$ cat src/pse_pkg.sv
package pse_pkg;

  // ----------------------------------------
  // sizes and timing
  // ----------------------------------------
  localparam int unsigned NUM_PORTS = 8;
  localparam int unsigned CLK_HZ = 20000000;
  localparam int unsigned DEGLITCH_NS = 2000;
  localparam int unsigned DEGLITCH_CYC = (DEGLITCH_NS * (CLK_HZ / 1000000) + 999) / 1000;
  localparam int unsigned PULSE_GAP_US = 100;
  localparam int unsigned PULSE_GAP_CYC = PULSE_GAP_US * (CLK_HZ / 1000000);
  localparam int unsigned BACKOFF_MS = 400;
  localparam int unsigned BACKOFF_CYC_DEF = BACKOFF_MS * (CLK_HZ / 1000);
  localparam int unsigned DETECT_STEP_US = 1000;
  localparam int unsigned DETECT_STEP_CYC = DETECT_STEP_US * (CLK_HZ / 1000000);
  localparam int unsigned CNT_W = 24;

  // ----------------------------------------
  // registers
  // ----------------------------------------
  localparam logic [7:0] PORT_RESET_COMMAND_ADDR = 8'h1A;
  localparam logic [2:0] PRIO_RESET = 3'h0;

  // ----------------------------------------
  // port state
  // ----------------------------------------
  typedef enum logic [4:0] {
    P_IDLE    = 5'h01,
    P_BACKOFF = 5'h02,
    P_DETECT  = 5'h04,
    P_CLASS   = 5'h08,
    P_ON      = 5'h10
  } port_state_t;

  typedef struct packed {
    logic enable;
    logic supply_ok;
    logic volt_high;
    logic oc_timeout;
    logic fast_short;
    logic manual_off;
    logic class_req;
  } port_in_t;

  typedef struct packed {
    logic gate_on;
    logic discharge_en;
    logic probe_lo;
    logic probe_hi;
    logic bias_res_en;
    logic classifying;
  } port_out_t;

endpackage

$ cat src/pse_port_control_pins.sv
// Functional notes
// interrupt pin low while any flag set
// fast shutdown active high, deglitched
// shutdown turns off like reset command
// pulse count picks three-bit priority
// reset pin active low, deglitched
// reset turns ports off, clears registers
// internal power-on reset independent of pin
// high port voltage: discharge, 400 ms backoff
// detection uses two probe current levels
// bias resistor except detecting or powered
// turn-on drives gate up
// gate low on supply loss, overcurrent timeout
// gate low on manual shutdown
// fast short turns gate off immediately
// classification may run on ports together
// address from four pulled-up select inputs
// split serial data in and open-drain out
// count pulses, shed ports at or below level
module pse_port_control_pins
  import pse_pkg::*;
#(
  parameter int unsigned BACKOFF_CYC = BACKOFF_CYC_DEF
) (
  input wire logic mclk, // 20 MHz clock
  input wire logic rst_n, // internal power-on reset, active low
  input wire logic reset_pin_n, // external reset pin, active low
  input wire logic fast_shutdown_in, // fast shutdown pin, active high
  input wire logic [3:0] target_address_select, // address straps
  input wire logic serial_data_in, // serial data input pin
  input wire logic sda_drive_low, // serial engine wants data low
  input wire logic [7:0] reg_addr, // register address from serial engine
  input wire logic [7:0] reg_wdata, // register write data
  input wire logic reg_we, // register write strobe, one cycle
  input wire logic [7:0] int_flags, // interrupt register contents
  input wire logic [23:0] port_prio, // three bits of priority per port
  input wire logic [7:0] port_enable, // software port enables
  input wire logic [7:0] supply_ok, // supplies good per port
  input wire logic [7:0] volt_high, // port above 2.5 V
  input wire logic [7:0] oc_timeout, // overcurrent timeout expired
  input wire logic [7:0] fast_short, // fast overload comparator
  input wire logic [7:0] manual_off, // manual shutdown
  input wire logic [7:0] class_req, // classification in progress
  output logic [7:0] fet_gate_drive, // gate on per port
  output logic [7:0] discharge_en, // discharge resistor per port
  output logic [7:0] probe_lo, // low probe current per port
  output logic [7:0] probe_hi, // high probe current per port
  output logic [7:0] bias_res_en, // sense bias resistor per port
  output logic [7:0] classifying, // classification active per port
  output logic [6:0] target_addr, // captured bus address
  output logic serial_data_sync, // synchronised serial data in
  output logic serial_data_out_oe, // open drain data out, high drives low
  output logic int_oe, // interrupt pin, high drives low
  output logic [2:0] shed_level, // last latched priority level
  output logic reg_clear // registers back to power-up values
);

  // ----------------------------------------
  // state
  // ----------------------------------------
  typedef struct packed {
    logic [1:0] fsd_s;
    logic [1:0] rst_s;
    logic [1:0] sda_s;
    logic [3:0] sel_s;
    logic [7:0] deg_fsd;
    logic [7:0] deg_rst;
    logic fsd_f;
    logic rst_f;
    logic [3:0] pcnt;
    logic [CNT_W-1:0] gap;
    logic [2:0] level;
    logic [7:0] kill;
    logic [7:0] cmd_kill;
    logic clr;
    logic [6:0] addr;
    logic int_o;
    logic sda_o;
  } top_t;

  top_t q, d;
  port_out_t pout [NUM_PORTS];
  logic [7:0] kill_any;

  // ----------------------------------------
  // next state
  // ----------------------------------------
  always_comb begin
    d = q;
    d.fsd_s = {q.fsd_s[0], fast_shutdown_in};
    d.rst_s = {q.rst_s[0], reset_pin_n};
    d.sda_s = {q.sda_s[0], serial_data_in};
    // straps are pins too, but they get only one stage (sel_s) before the address register
    d.sel_s = target_address_select;
    d.kill = '0;
    d.cmd_kill = '0;
    // filters need a stable level for the full window; shorter pulses vanish
    if (q.fsd_s[1] == q.fsd_f) begin
      d.deg_fsd = '0;
    end else if (q.deg_fsd == 8'(DEGLITCH_CYC - 1)) begin
      d.deg_fsd = '0;
      d.fsd_f = q.fsd_s[1];
    end else begin
      d.deg_fsd = q.deg_fsd + 8'h01;
    end
    if (q.rst_s[1] == q.rst_f) begin
      d.deg_rst = '0;
    end else if (q.deg_rst == 8'(DEGLITCH_CYC - 1)) begin
      d.deg_rst = '0;
      d.rst_f = q.rst_s[1];
    end else begin
      d.deg_rst = q.deg_rst + 8'h01;
    end
    // count accepted rising pulses; a quiet gap closes the sequence
    if (d.fsd_f && !q.fsd_f) begin
      if (q.pcnt != 4'h8) begin
        d.pcnt = q.pcnt + 4'h1;
      end
      d.gap = CNT_W'(PULSE_GAP_CYC);
    end else if (q.gap != '0 && !q.fsd_f) begin
      d.gap = q.gap - 1'b1;
      if (q.gap == CNT_W'(1) && q.pcnt != 4'h0) begin
        d.level = 3'(q.pcnt - 4'h1);
        d.pcnt = '0;
        for (int i = 0; i < NUM_PORTS; i++) begin
          d.kill[i] = (port_prio[i*3 +: 3] <= 3'(q.pcnt - 4'h1));
        end
      end
    end
    if (reg_we && reg_addr == PORT_RESET_COMMAND_ADDR) begin
      d.cmd_kill = reg_wdata;
    end
    d.clr = !q.rst_f;
    d.addr = {3'h0, q.sel_s};
    d.int_o = |int_flags;
    d.sda_o = sda_drive_low;
  end

  always_ff @(posedge mclk) begin
    if (!rst_n) begin
      q <= '0;
      q.fsd_s <= 2'h0;
      q.rst_s <= 2'h3;
      q.sda_s <= 2'h3;
      q.rst_f <= 1'b1;
      q.level <= PRIO_RESET;
      q.clr <= 1'b1;
    end else if (q.clr) begin
      q <= d;
      q.level <= PRIO_RESET;
      q.pcnt <= '0;
      q.gap <= '0;
      q.kill <= '0;
    end else begin
      q <= d;
    end
  end

  // ----------------------------------------
  // ports
  // ----------------------------------------
  assign kill_any = q.kill | q.cmd_kill;

  for (genvar g = 0; g < NUM_PORTS; g++) begin : g_port
    pse_port_channel #(
      .BACKOFF_CYC(BACKOFF_CYC)
    ) u_ch (
      .mclk(mclk),
      .clr(q.clr || !rst_n),
      .kill(kill_any[g]),
      .pin('{enable: port_enable[g], supply_ok: supply_ok[g], volt_high: volt_high[g],
             oc_timeout: oc_timeout[g], fast_short: fast_short[g],
             manual_off: manual_off[g], class_req: class_req[g]}),
      .pout(pout[g])
    );
    assign fet_gate_drive[g] = pout[g].gate_on;
    assign discharge_en[g] = pout[g].discharge_en;
    assign probe_lo[g] = pout[g].probe_lo;
    assign probe_hi[g] = pout[g].probe_hi;
    assign bias_res_en[g] = pout[g].bias_res_en;
    assign classifying[g] = pout[g].classifying;
  end

  assign target_addr = q.addr;
  assign serial_data_sync = q.sda_s[1];
  assign serial_data_out_oe = q.sda_o;
  assign int_oe = q.int_o;
  assign shed_level = q.level;
  assign reg_clear = q.clr;

endmodule

$ cat src/pse_port_channel.sv
module pse_port_channel
  import pse_pkg::*;
#(
  parameter int unsigned BACKOFF_CYC = BACKOFF_CYC_DEF
) (
  input wire logic mclk, // 20 MHz clock
  input wire logic clr, // synchronous clear, active high
  input wire logic kill, // shutdown request, one cycle
  input wire port_in_t pin, // per port conditions
  output port_out_t pout // per port drive
);

  typedef struct packed {
    port_state_t st;
    logic [CNT_W-1:0] cnt;
    port_out_t o;
  } ch_t;

  ch_t q, d;

  always_comb begin
    d = q;
    d.o = '0;
    d.cnt = (q.cnt == '0) ? q.cnt : q.cnt - 1'b1;
    unique case (q.st)
      P_IDLE: begin
        if (pin.enable) begin
          if (pin.volt_high) begin
            d.st = P_BACKOFF;
            d.cnt = CNT_W'(BACKOFF_CYC);
          end else begin
            d.st = P_DETECT;
            d.cnt = CNT_W'(2 * DETECT_STEP_CYC);
          end
        end
      end
      P_BACKOFF: begin
        d.o.discharge_en = 1'b1;
        if (q.cnt == '0) begin
          d.st = P_DETECT;
          d.cnt = CNT_W'(2 * DETECT_STEP_CYC);
        end
      end
      P_DETECT: begin
        // two probe levels, one per half of the window
        d.o.probe_lo = (q.cnt > CNT_W'(DETECT_STEP_CYC));
        d.o.probe_hi = ~d.o.probe_lo;
        if (q.cnt == '0) begin
          d.st = P_CLASS;
        end
      end
      P_CLASS: begin
        d.o.classifying = 1'b1;
        if (!pin.class_req) begin
          d.st = P_ON;
        end
      end
      P_ON: begin
        d.o.gate_on = 1'b1;
      end
      default: begin
        d.st = P_IDLE;
      end
    endcase
    // the last detect cycle still drives a probe while the state already reads class
    d.o.bias_res_en = (d.st != P_DETECT) && (d.st != P_ON) && !d.o.probe_lo &&
                      !d.o.probe_hi;
    // any fault or shutdown pulls the gate low at once
    if (kill || !pin.supply_ok || pin.oc_timeout || pin.fast_short || pin.manual_off ||
        !pin.enable) begin
      d.st = P_IDLE;
      d.cnt = '0;
      d.o = '0;
      d.o.bias_res_en = 1'b1;
    end
  end

  always_ff @(posedge mclk) begin
    if (clr) begin
      q <= '{st: P_IDLE, cnt: '0, o: '{bias_res_en: 1'b1, default: 1'b0}};
    end else begin
      q <= d;
    end
  end

  assign pout = q.o;

endmodule

$ cat config.mk
export PLATFORM = sky130hd
export DESIGN_NAME = pse_port_control_pins
export DESIGN_NICKNAME = d
export VERILOG_FILES = /design/src/pse_pkg.sv /design/src/pse_port_control_pins.sv /design/src/pse_port_channel.sv
export SDC_FILE = /design/constraint.sdc
export NUM_CORES = 1
export LEC_CHECK = 0
export BUFFER_PORTS_ARGS = -buffer_cell sky130_fd_sc_hd__buf_2
export CAP_MARGIN = 20
export CORE_ASPECT_RATIO = 1.4
export CORE_MARGIN = 2
export CORE_UTILIZATION = 46
export CTS_CLUSTER_SIZE = 12
export DETAILED_ROUTE_END_ITERATION = 8
export GPL_ROUTABILITY_DRIVEN = 0
export PLACE_DENSITY_LB_ADDON = 0.3
export SYNTH_ARGS = -nofsm -noshare
export SYNTH_HDL_FRONTEND = slang
export SYNTH_HIERARCHICAL = 1
export SYNTH_SLANG_ARGS = --single-unit
export TNS_END_PERCENT = 100
$ cat constraint.sdc
create_clock -name mclk -period 7.1 [get_ports mclk]
set_clock_uncertainty 0.15 [all_clocks]
set_input_delay 0.71 -clock mclk [delete_from_list [all_inputs] [get_ports mclk]]
set_output_delay 0.71 -clock mclk [all_outputs]
set_load 0.01 [all_outputs]
==> flow_summary.toml, run 1 <==
[final_layout]
fin_cells = 2765
area_growth_pct = 10.66
fill_cells = 3797
design_area_um2 = 20580
nNetsFinal = 2368
drive_gt1_frac = 0.1620

[floorplanning]
dieArea_um2 = 42080
die_h_um = 241.9
num_rows = 87
io-pin-count = 177
initial_core_util = 0.4643
fp.dieW_um = 173.9
core_um2 = 40060

[job]
drv_cap = 0

[global_routing]
gr-total-overflow = 0
grt_start_max_net_pins = 25
grt_pass1_vias = 15811
grt_usage = 0.2062
antenna_found_initial = 3
grt_pass1_wl_um = 74660

[routing]
wl_um = 44620
drc = 0
firstDrtPassIters = 6
vias = 16180
ant_nets = 0
vias_per_cell = 5.852
drt_iter0_drc = 842
wl_per_cell_um = 16.14

[yosys]
yosys-top-cells-area = "dfxtp_1, nor2_1, xnor2_1"
synth_edf_count = 0
synth_top_family_by_area = "simple AND/OR/NAND/NOR gates"
syn_area_per_cell_um2 = 8.818
synthMuxAreaShare = 0.007131
syn_area_um2 = 18600
yosys.area.top_type = "dfxtp_1"
yosys_warnings = 6
synthArstFlopShare = 0
synth.most_common_cell = "dfxtp_1"
synthAdderAreaFrac = 0.03095
synth-seq-area-share = 0.3897
synthFlopType = "dfxtp_1"
synth_seq_cells = 362
syn_inst = 2109
synthDistinctLibCells = 79
post-synth-top-area-fraction = 0.3897
synth_compound_area_frac = 0.1720
synthXorXnorAreaFrac = 0.06122
synthTopCellsByCount = "dfxtp_1, nor2_1, a21oi_1"
yosys.area_share.simple = 0.2808

[placed_design]
dp_hpwl_um = 32440
detailed_place.area_um2 = 19380
dp.cells = 2700
place_ws_ns = 3.253
portBuffers = 173

[clocking]
clk_path_buf_depth = 3
cts_max_level = 2
clock-sinks = 362
post_cts_buffers = 0
path_clk_slew_ns = 0.06
clk_latency_ns = 0.54
cts_root_buffer = "clkbuf_16"
numCtsBuffers = 39
cts_tree = "yes"
hold_buffers = 0
cts_resized = 0

[sta]
finalCriticalPeriod_ns = 3.312
period_share = 0.4665
setup_viol = 0
rsz0062_at_grt = "no"
fin_ws_ns = 3.788
tightest_slew_ns = 0.9788
finalSetupTns_ns = 0
max_slew_margin = 0.3428
fin_worst_hold_slack_ns = 0.2026
slew_violations = 0
final-hold-violation-count = 0
max_freq_mhz = 301.9

[setup_path]
worstPathMaxFanout = 24
worstPathArrival_ns = 3.62
crit_path_start_kind = "input port"
critPathCaptureType = "register"
required_ns = 7.41
path_class = "input port to register"

[hold_path]
hp-class = "input port to register"

[power_and_ir_drop]
leakagePower_uw = 0.008052
power-per-cell-area_nw_per_um2 = 200.4
vdd_drop_max_mv = 0.1701

[status]
status = "finished clean"
==> through the flow <==
stage / power, uW / util
floorplan: 2181 / -
global placement: 2239 / 0.4839
detailed placement: 2241 / 0.4839
CTS: 4193 / 0.5136
global route: 4288 / 0.5138
finish: 4125 / 0.5138
==> routing by layer <==
layer | GRT usage | part of all wire | vias up
li1 | - | - | 7990
met1 | 0.2369 | 0.42 | 7620
met2 | 0.3790 | 0.50 | 464
met3 | 0.02841 | 0.043 | 106
met4 | 0.08922 | 0.036 | 0
met5 | 0 | 0 | -
==> cells by family (layout without fill, tap and decap cells) <==
group,Yosys count,after routing
AO/OA/AOI/OAI,470,470
XOR/XNOR,130,130
adder cells (fa/ha/maj),46,46
buffers and inverters,196,314
flip-flops,362,362
multiplexers,13,13
other,1,5
AND/OR/NAND/NOR,891,891
==> flip-flops by register name, summed over array words and instances, names as in the netlist <==
register,flops
g_port.u_ch/q,232
q,64
g_port.u_ch/pout,48
d,7
target_addr,4
shed_level,3
int_oe,1
reg_clear,1
serial_data_out_oe,1
serial_data_sync,1
==> report_power, final <==
part           switching [uW]  internal (uW)
combinational            88.0           68.3
clock                     810           1120
sequential               3.74           2040
total                     902           3220
==> critical path, cell delays in order <==
cell      delay (ns)
buf_2           0.29
nor2b_1         0.31
inv_1           0.19
buf_4           0.28
nor4_1          0.25
nand4b_1        0.54
or3_2           0.78
a211oi_1        0.24
==> path summary, 6_finish.rpt <==
| check | start | to | slack, ns | depth (start not counted) |
|---|---|---|---|---|
| setup / recovery | rst_n | g_port[6].u_ch/q[7]$_SDFF_PP0_ | 3.79 | 8 |
| hold / removal | reset_pin_n | d[82]$_SDFF_PN1_ | 0.20 | 2 |
| setup reg to reg | reg_clear$_SDFF_PN1_ | g_port[6].u_ch/q[7]$_SDFF_PP0_ | 4.01 | 7 |
| hold reg to reg | q[57]$_SDFFE_PN1P_ | reg_clear$_SDFF_PN1_ | 0.26 | 1 |
==> placed cells by master (no fill, tap or decap), drive strengths merged, types with 12 or more instances in the layout <==
master,count
or4b,14
o21ai,67
nor4,63
nor3,94
nor4b,16
nand3,64
inv,71
a21oi,125
clkbuf,53
a211oi,20
xnor2,79
a311oi,12
and2,26
o31ai,54
ha,46
o211ai,14
nor2,276
nand3b,34
a21o,15
nand2b,20
nand2,50
a2111oi,16
or4,41
xor2,51
nand4b,16
or2,30
buf,181
nand4,33
or3,67
a31oi,68
dfxtp,362
==> area by class of cell <==
| cell class | instances | area, um2 | share of cell area |
|---|---|---|---|
| diodes | 2 | 5.005 | 0.0002432 |
| clock buffers | 53 | 1100 | 0.05344 |
| clock inverters | 10 | 93.84 | 0.004560 |
| inverters | 70 | 262.8 | 0.01277 |
| multi-input cells | 1553 | 10280 | 0.4994 |
| flip-flops and latches | 362 | 7247 | 0.3521 |
| well taps | 534 | 668.1 | 0.03246 |
| repair buffers | 181 | 925.9 | 0.04499 |
No activity file was read; power rests on OpenSTA's default activity.
==> run 2: changes to the inputs <==
ABC_AREA = 1   (was unset)
clock period = 2.9 ns   (was 7.1 ns; I/O delays follow)
==> run 2 against run 1 <==
Against the previous run:
- core utilization increased by 2.1 points
- sequential share of layout area fell by 5.1 points
- global-route usage is 1.1 points higher
- clock power increased to 2.8 times the previous value
- hold slack lost 0.18 ns
- largest cell class unchanged
- worst setup slack worse by 3.6 ns
- sequential power grew 150%
- die area increased by 12%
==> flow_summary.toml, run 2 <==
[global_routing]
antenna_found_initial = 0
gr-total-overflow = 0
grt_pass1_vias = 18983
grt_usage = 0.2177
grt_start_max_net_pins = 24
grt_pass1_wl_um = 86480

[yosys]
synth_compound_area_frac = 0.08793
yosys-top-cells-area = "dfxtp_1, nand2_1, nor2_1"
post-synth-top-area-fraction = 0.3457
syn_area_um2 = 20960
synth_edf_count = 0
synthArstFlopShare = 0
synth_seq_cells = 362
synthAdderAreaFrac = 0.02746
synthMuxAreaShare = 0
synth-seq-area-share = 0.3457
syn_inst = 3084
yosys_warnings = 6
synth_top_family_by_area = "simple AND/OR/NAND/NOR gates"
synthTopCellsByCount = "nand2_1, nor2_1, dfxtp_1, inv_1, nand3_1"
yosys.area_share.simple = 0.4071
synth.most_common_cell = "nand2_1"
synthXorXnorAreaFrac = 0.02925
yosys.area.top_type = "dfxtp_1"
synthFlopType = "dfxtp_1"
syn_area_per_cell_um2 = 6.796
synthDistinctLibCells = 56

[routing]
firstDrtPassIters = 6
drc = 0
vias_per_cell = 5.074
wl_per_cell_um = 13.25
drt_iter0_drc = 1095
vias = 19929
ant_nets = 0
wl_um = 52030

[floorplanning]
num_rows = 92
fp.dieW_um = 184.4
dieArea_um2 = 47310
core_um2 = 45010
initial_core_util = 0.4657
io-pin-count = 177
die_h_um = 256.6

[hold_path]
hp-start = "supply_ok[0]"
hp-class = "input port to register"
holdPathStages = 4

[final_layout]
top_register = "g_port.u_ch/q"
area_growth_pct = 14.85
nNetsFinal = 3450
post-route-util = 0.5349
mostFrequentLayoutCells = "nand2_1, nor2_1, inv_1, dfxtp_1, nand3_1"
diodes = 0
largest_reg_flops = 232
layout_commonest_cell = "nand2_1"
drive_gt1_frac = 0.1462

[sta]
finalSetupTns_ns = 0
finalCriticalPeriod_ns = 2.720
rsz0062_at_grt = "no"
max_slew_margin = 0.5988
max_freq_mhz = 367.6
period_share = 0.9381
slew_violations = 0
setup_viol = 0
final-hold-violation-count = 0
tightest_slew_ns = 0.6001

[clocking]
clk_path_buf_depth = 3
cts_tree = "yes"
numCtsBuffers = 40
path_clk_slew_ns = 0.06
cts_root_buffer = "clkbuf_16"
cts_max_level = 2
clock-sinks = 362
clk_latency_ns = 0.54

[setup_path]
rr_startpoint = "reg_clear$_SDFF_PN1_"
critPathCaptureType = "register"
r2r-end = "g_port[6].u_ch/pout[1]$_SDFF_PP1_"
path_class = "register to register"
r2r_cells = 10
critPathCapture = "g_port[6].u_ch/pout[1]$_SDFF_PP1_"
crit_start = "reg_clear$_SDFF_PN1_"
crit_path_start_kind = "register"
worstPathArrival_ns = 3.00
required_ns = 3.18
rrSetupSlack_ns = 0.18
worstPathMaxFanout = 14

[status]
status = "finished clean"

[power_and_ir_drop]
leakagePower_uw = 0.01154
p_seq_frac = 0.459
p_clk_frac = 0.493
vdd_drop_max_mv = 0.4436
power-per-cell-area_nw_per_um2 = 452.1
p_sw_frac = 0.2175
p_sw_uw = 2367
p_comb_frac = 0.047
intPower_uw = 8517

[placed_design]
dp_hpwl_um = 38820
portBuffers = 173

[job]
drv_cap = 0
run 2: cell types whose count changed after synthesis, sizes merged, moves of 67 or more:
cell	before	now
inv	70	387
nor2	276	620
nand3	64	271
nand4	33	101
nand2	50	690
or3	67	0
run 2: final cells by class:
cell class / instances / area [um2]
Clock inverter: 9 / 183.9
Multi-Input combinational cell: 2245 / 11580
Sequential cell: 362 / 7247
Clock buffer: 61 / 1202
Inverter: 390 / 1470
Tap cell: 611 / 764.5
Fill cell: 4496 / 20940
Timing Repair Buffer: 250 / 1629
run 2: cells by family after synthesis:
| group | Yosys count |
|---|---|
| buffers and inverters | 479 |
| adders and majority gates | 46 |
| and+or+nand+nor | 1813 |
| other | 1 |
| AOI/OAI and AO/OA | 313 |
| xor gates and xnor gates | 70 |
| DFF | 362 |
run 2: critical path, stage by stage, from the launching register on:
cell and delay, ns:
dfxtp_1 0.35, nor2_8 0.21, inv_1 0.10, buf_12 0.17, nor2_1 0.09, nand3_1 0.11, nor4_4 0.43, dlygate4sd3_1 0.75
nand2_1 0.10, nor2_1 0.10, nor2_1 0.04
run 2: per-layer routing:
metal / track usage / vias to the layer above / wire length (um)
met2: 0.4048 / 430 / 26390
met4: 0.08422 / 0 / 1843
met1: 0.2481 / 9013 / 21800
met3: 0.02926 / 124 / 1989
met5: 0 / - / 0
li1: - / 10362 / -
run 2: timing repair:
item,in CTS,in global routing
hold buffers,69,1
hold endpoints to repair,92,4
endpoints found under the setup margin,0,2
gates resized for setup,0,0
setup buffers,0,2
run 2: worst min-delay path by stage:
stage / slack (ns) / endpoint
6_report: 0.02 / g_port[0].u_ch/q[30]$_SDFF_PP1_
5_1_grt: 0.04 / g_port[0].u_ch/q[30]$_SDFF_PP1_
4_1_cts: 0.001 / q[24]$_SDFF_PP0_
3_5_place_dp: 0.25 / q[82]$_SDFF_PN1_
3_3_place_gp: 0.24 / target_addr[0]$_SDFF_PN0_
2_1_floorplan: 0.23 / reg_clear$_SDFF_PN1_
run 2: power groups by stage:
stage          sequential, uW  combinational, uW  clock (uW)
2_1_floorplan            5110                279           0
3_3_place_gp             5110                444           0
3_5_place_dp             5110                443           0
4_1_cts                  5000                511        5520
5_1_grt                  5000                576        5730
6_report                 5000                516        5370
run 2: through the flow:
stage          power, uW  hold slack (ns)  std cells  cell area [um2]  setup WS (ns)
2_1_floorplan       5387           0.2328       3086            20970         0.7629
3_3_place_gp        5553           0.2445       3787            21980         0.3927
4_1_cts            11030         0.001198       3926            24060        0.07860
6_report           10880          0.02102       3928            24070         0.1795
5_1_grt            11310          0.04219       3928            24070        0.02698
3_5_place_dp        5552           0.2502       3787            21980         0.3170
==> run 3: changes to the inputs <==
ABC_AREA = unset   (was 1)
==> run 3 against run 2 <==
Against the previous run:
- die area shrank 11%
- cell area shrank 11%
- register-to-register slack lost 0.06 ns
- core utilization shrank 0.23 points
- non-clock buffer count grew 15
- hold slack lost 0.0031 ns
- sequential share of layout area grew 3.9 points
- combinational power shrank 18%
- cell count shrank 27%
- critical path type unchanged
- largest power group is now registers
==> flow_summary.toml, run 3 (synthesis gave the netlist of run 1 again) <==
[final_layout]
largest_reg_flops = 232
design_area_um2 = 21330
layout_commonest_cell = "dfxtp_1"
mostFrequentLayoutCells = "dfxtp_1, nor2_1, buf_2, a21oi_1, nor3_1"
post-route-util = 0.5326
top_register = "g_port.u_ch/q"
drive_gt1_frac = 0.1784
fill_cells = 3743
nNetsFinal = 2453
area_growth_pct = 14.71

[clocking]
post_cts_buffers = 0
numCtsBuffers = 40
clock-sinks = 362
cts_max_level = 2
cts_tree = "yes"
path_clk_slew_ns = 0.06
clk_path_buf_depth = 3
cts_root_buffer = "clkbuf_16"
clk_latency_ns = 0.53

[floorplanning]
fp.dieW_um = 173.9
dieArea_um2 = 42080
io-pin-count = 177
core_um2 = 40060
die_h_um = 241.9
initial_core_util = 0.4643
num_rows = 87

[placed_design]
dp_hpwl_um = 32740
detailed_place.area_um2 = 19770
place_ws_ns = 0.1376
portBuffers = 173

[sta]
period_share = 0.9573
setup_viol = 0
rsz0062_at_grt = "no"
fin_ws_ns = 0.1238
fin_worst_hold_slack_ns = 0.01790
max_slew_margin = 0.3039
tightest_slew_ns = 1.037
slew_violations = 0
final-hold-violation-count = 0
finalCriticalPeriod_ns = 2.776
max_freq_mhz = 360.2
finalSetupTns_ns = 0

[setup_path]
r2r-end = "g_port[1].u_ch/q[6]$_SDFF_PP0_"
required_ns = 3.21
critPathCaptureType = "register"
rr_startpoint = "g_port[1].u_ch/q[6]$_SDFF_PP0_"
path_class = "register to register"
crit_path_start_kind = "register"
worstPathMaxFanout = 10
rrSetupSlack_ns = 0.12
worstPathArrival_ns = 3.09
r2r_cells = 10

[global_routing]
grt_usage = 0.2045
gr-total-overflow = 0
antenna_found_initial = 1
grt_pass1_wl_um = 73930
grt_start_max_net_pins = 24
grt_pass1_vias = 15701

[power_and_ir_drop]
power-per-cell-area_nw_per_um2 = 479.9
leakagePower_uw = 0.008450
intPower_uw = 8032
p_sw_frac = 0.2154
p_clk_frac = 0.471
p_comb_frac = 0.041
vdd_drop_max_mv = 0.3792
p_sw_uw = 2206
p_seq_frac = 0.488

[routing]
vias = 16375
vias_per_cell = 5.746
wl_per_cell_um = 15.62
ant_nets = 0
drc = 0
drt_iter0_drc = 1188
wl_um = 44510
firstDrtPassIters = 6

[status]
status = "finished clean"

[job]
drv_cap = 0

[hold_path]
hp-class = "input port to register"
hp-start = "port_prio[10]"
holdPathStages = 4
min_to = "q[21]$_SDFF_PP0_"
## run 3: cell types whose count changed in the layout (fill, tap and decap cells not counted), moves of 63 or more
cell / delta
inv_1: -300
nand2_1: -599
nand3_1: -193
nand4_1: -67
nor2_1: -260
xnor2_1: +63
## run 3: layout make-up
class / count / area, um2 / area share
timing repair buffer: 265 / 1639 / 0.07683
inverter: 70 / 262.8 / 0.01232
multi-input combinational: 1553 / 10290 / 0.4826
antenna: 1 / 2.502 / 0.0001173
sequential: 362 / 7247 / 0.3397
clock inverter: 10 / 111.4 / 0.005220
clock buffer: 55 / 1109 / 0.05196
tap: 534 / 668.1 / 0.03132
## run 3: how the worst max path moves through the flow
| stage | endpoint | startpoint | depth (start not counted) |
|---|---|---|---|
| global placement | g_port[7].u_ch/q[6]$_SDFF_PP0_ | g_port[7].u_ch/q[6]$_SDFF_PP0_ | 10 |
| finish | g_port[1].u_ch/q[6]$_SDFF_PP0_ | g_port[1].u_ch/q[6]$_SDFF_PP0_ | 10 |
| CTS | g_port[7].u_ch/q[6]$_SDFF_PP0_ | g_port[7].u_ch/q[6]$_SDFF_PP0_ | 10 |
| floorplan | g_port[1].u_ch/q[6]$_SDFF_PP0_ | g_port[1].u_ch/q[6]$_SDFF_PP0_ | 10 |
| detailed placement | g_port[7].u_ch/q[6]$_SDFF_PP0_ | g_port[7].u_ch/q[6]$_SDFF_PP0_ | 10 |
| global route | g_port[1].u_ch/q[25]$_SDFF_PP0_ | g_port[1].u_ch/q[6]$_SDFF_PP0_ | 9 |
## run 3: timing repair
item,CTS,global route
endpoints found under the hold margin,43,0
hold buffers,33,0
gates resized for setup,0,3
setup endpoints to repair,0,4
## run 3: critical path, cell delays in order (launching register included)
cell and delay (ns):
dfxtp_1 0.33, inv_1 0.08, ha_2 0.21, or4b_4 0.48, or4_4 0.57, nor2_4 0.17, inv_2 0.12, ha_1 0.30
nor3_2 0.17, a21oi_1 0.06, nor2_1 0.08
## run 3: stage by stage
stage,power (uW),cells
2_1_floorplan,5338,2111
3_3_place_gp,5483,2751
3_5_place_dp,5492,2751
4_1_cts,10380,2849
5_1_grt,10630,2850
6_report,10240,2850
## run 3: power groups by stage
stage / Combinational, uW / Clock, uW / Sequential, uW
2_1_floorplan: 231 / 0 / 5110
3_3_place_gp: 376 / 0 / 5110
3_5_place_dp: 384 / 0 / 5110
4_1_cts: 420 / 4960 / 5000
5_1_grt: 466 / 5170 / 5000
6_report: 421 / 4820 / 5000
## run 3: routing by layer
layer  routed length (um)  part of all wire  vias up  track usage
met3                 1772             0.040      113      0.02684
li1                     -                 -     8161            -
met2                22710              0.51      448       0.3760
met1                18510              0.42     7653       0.2383
met4                 1515             0.034        0      0.08107
met5                    0                 0        -            0
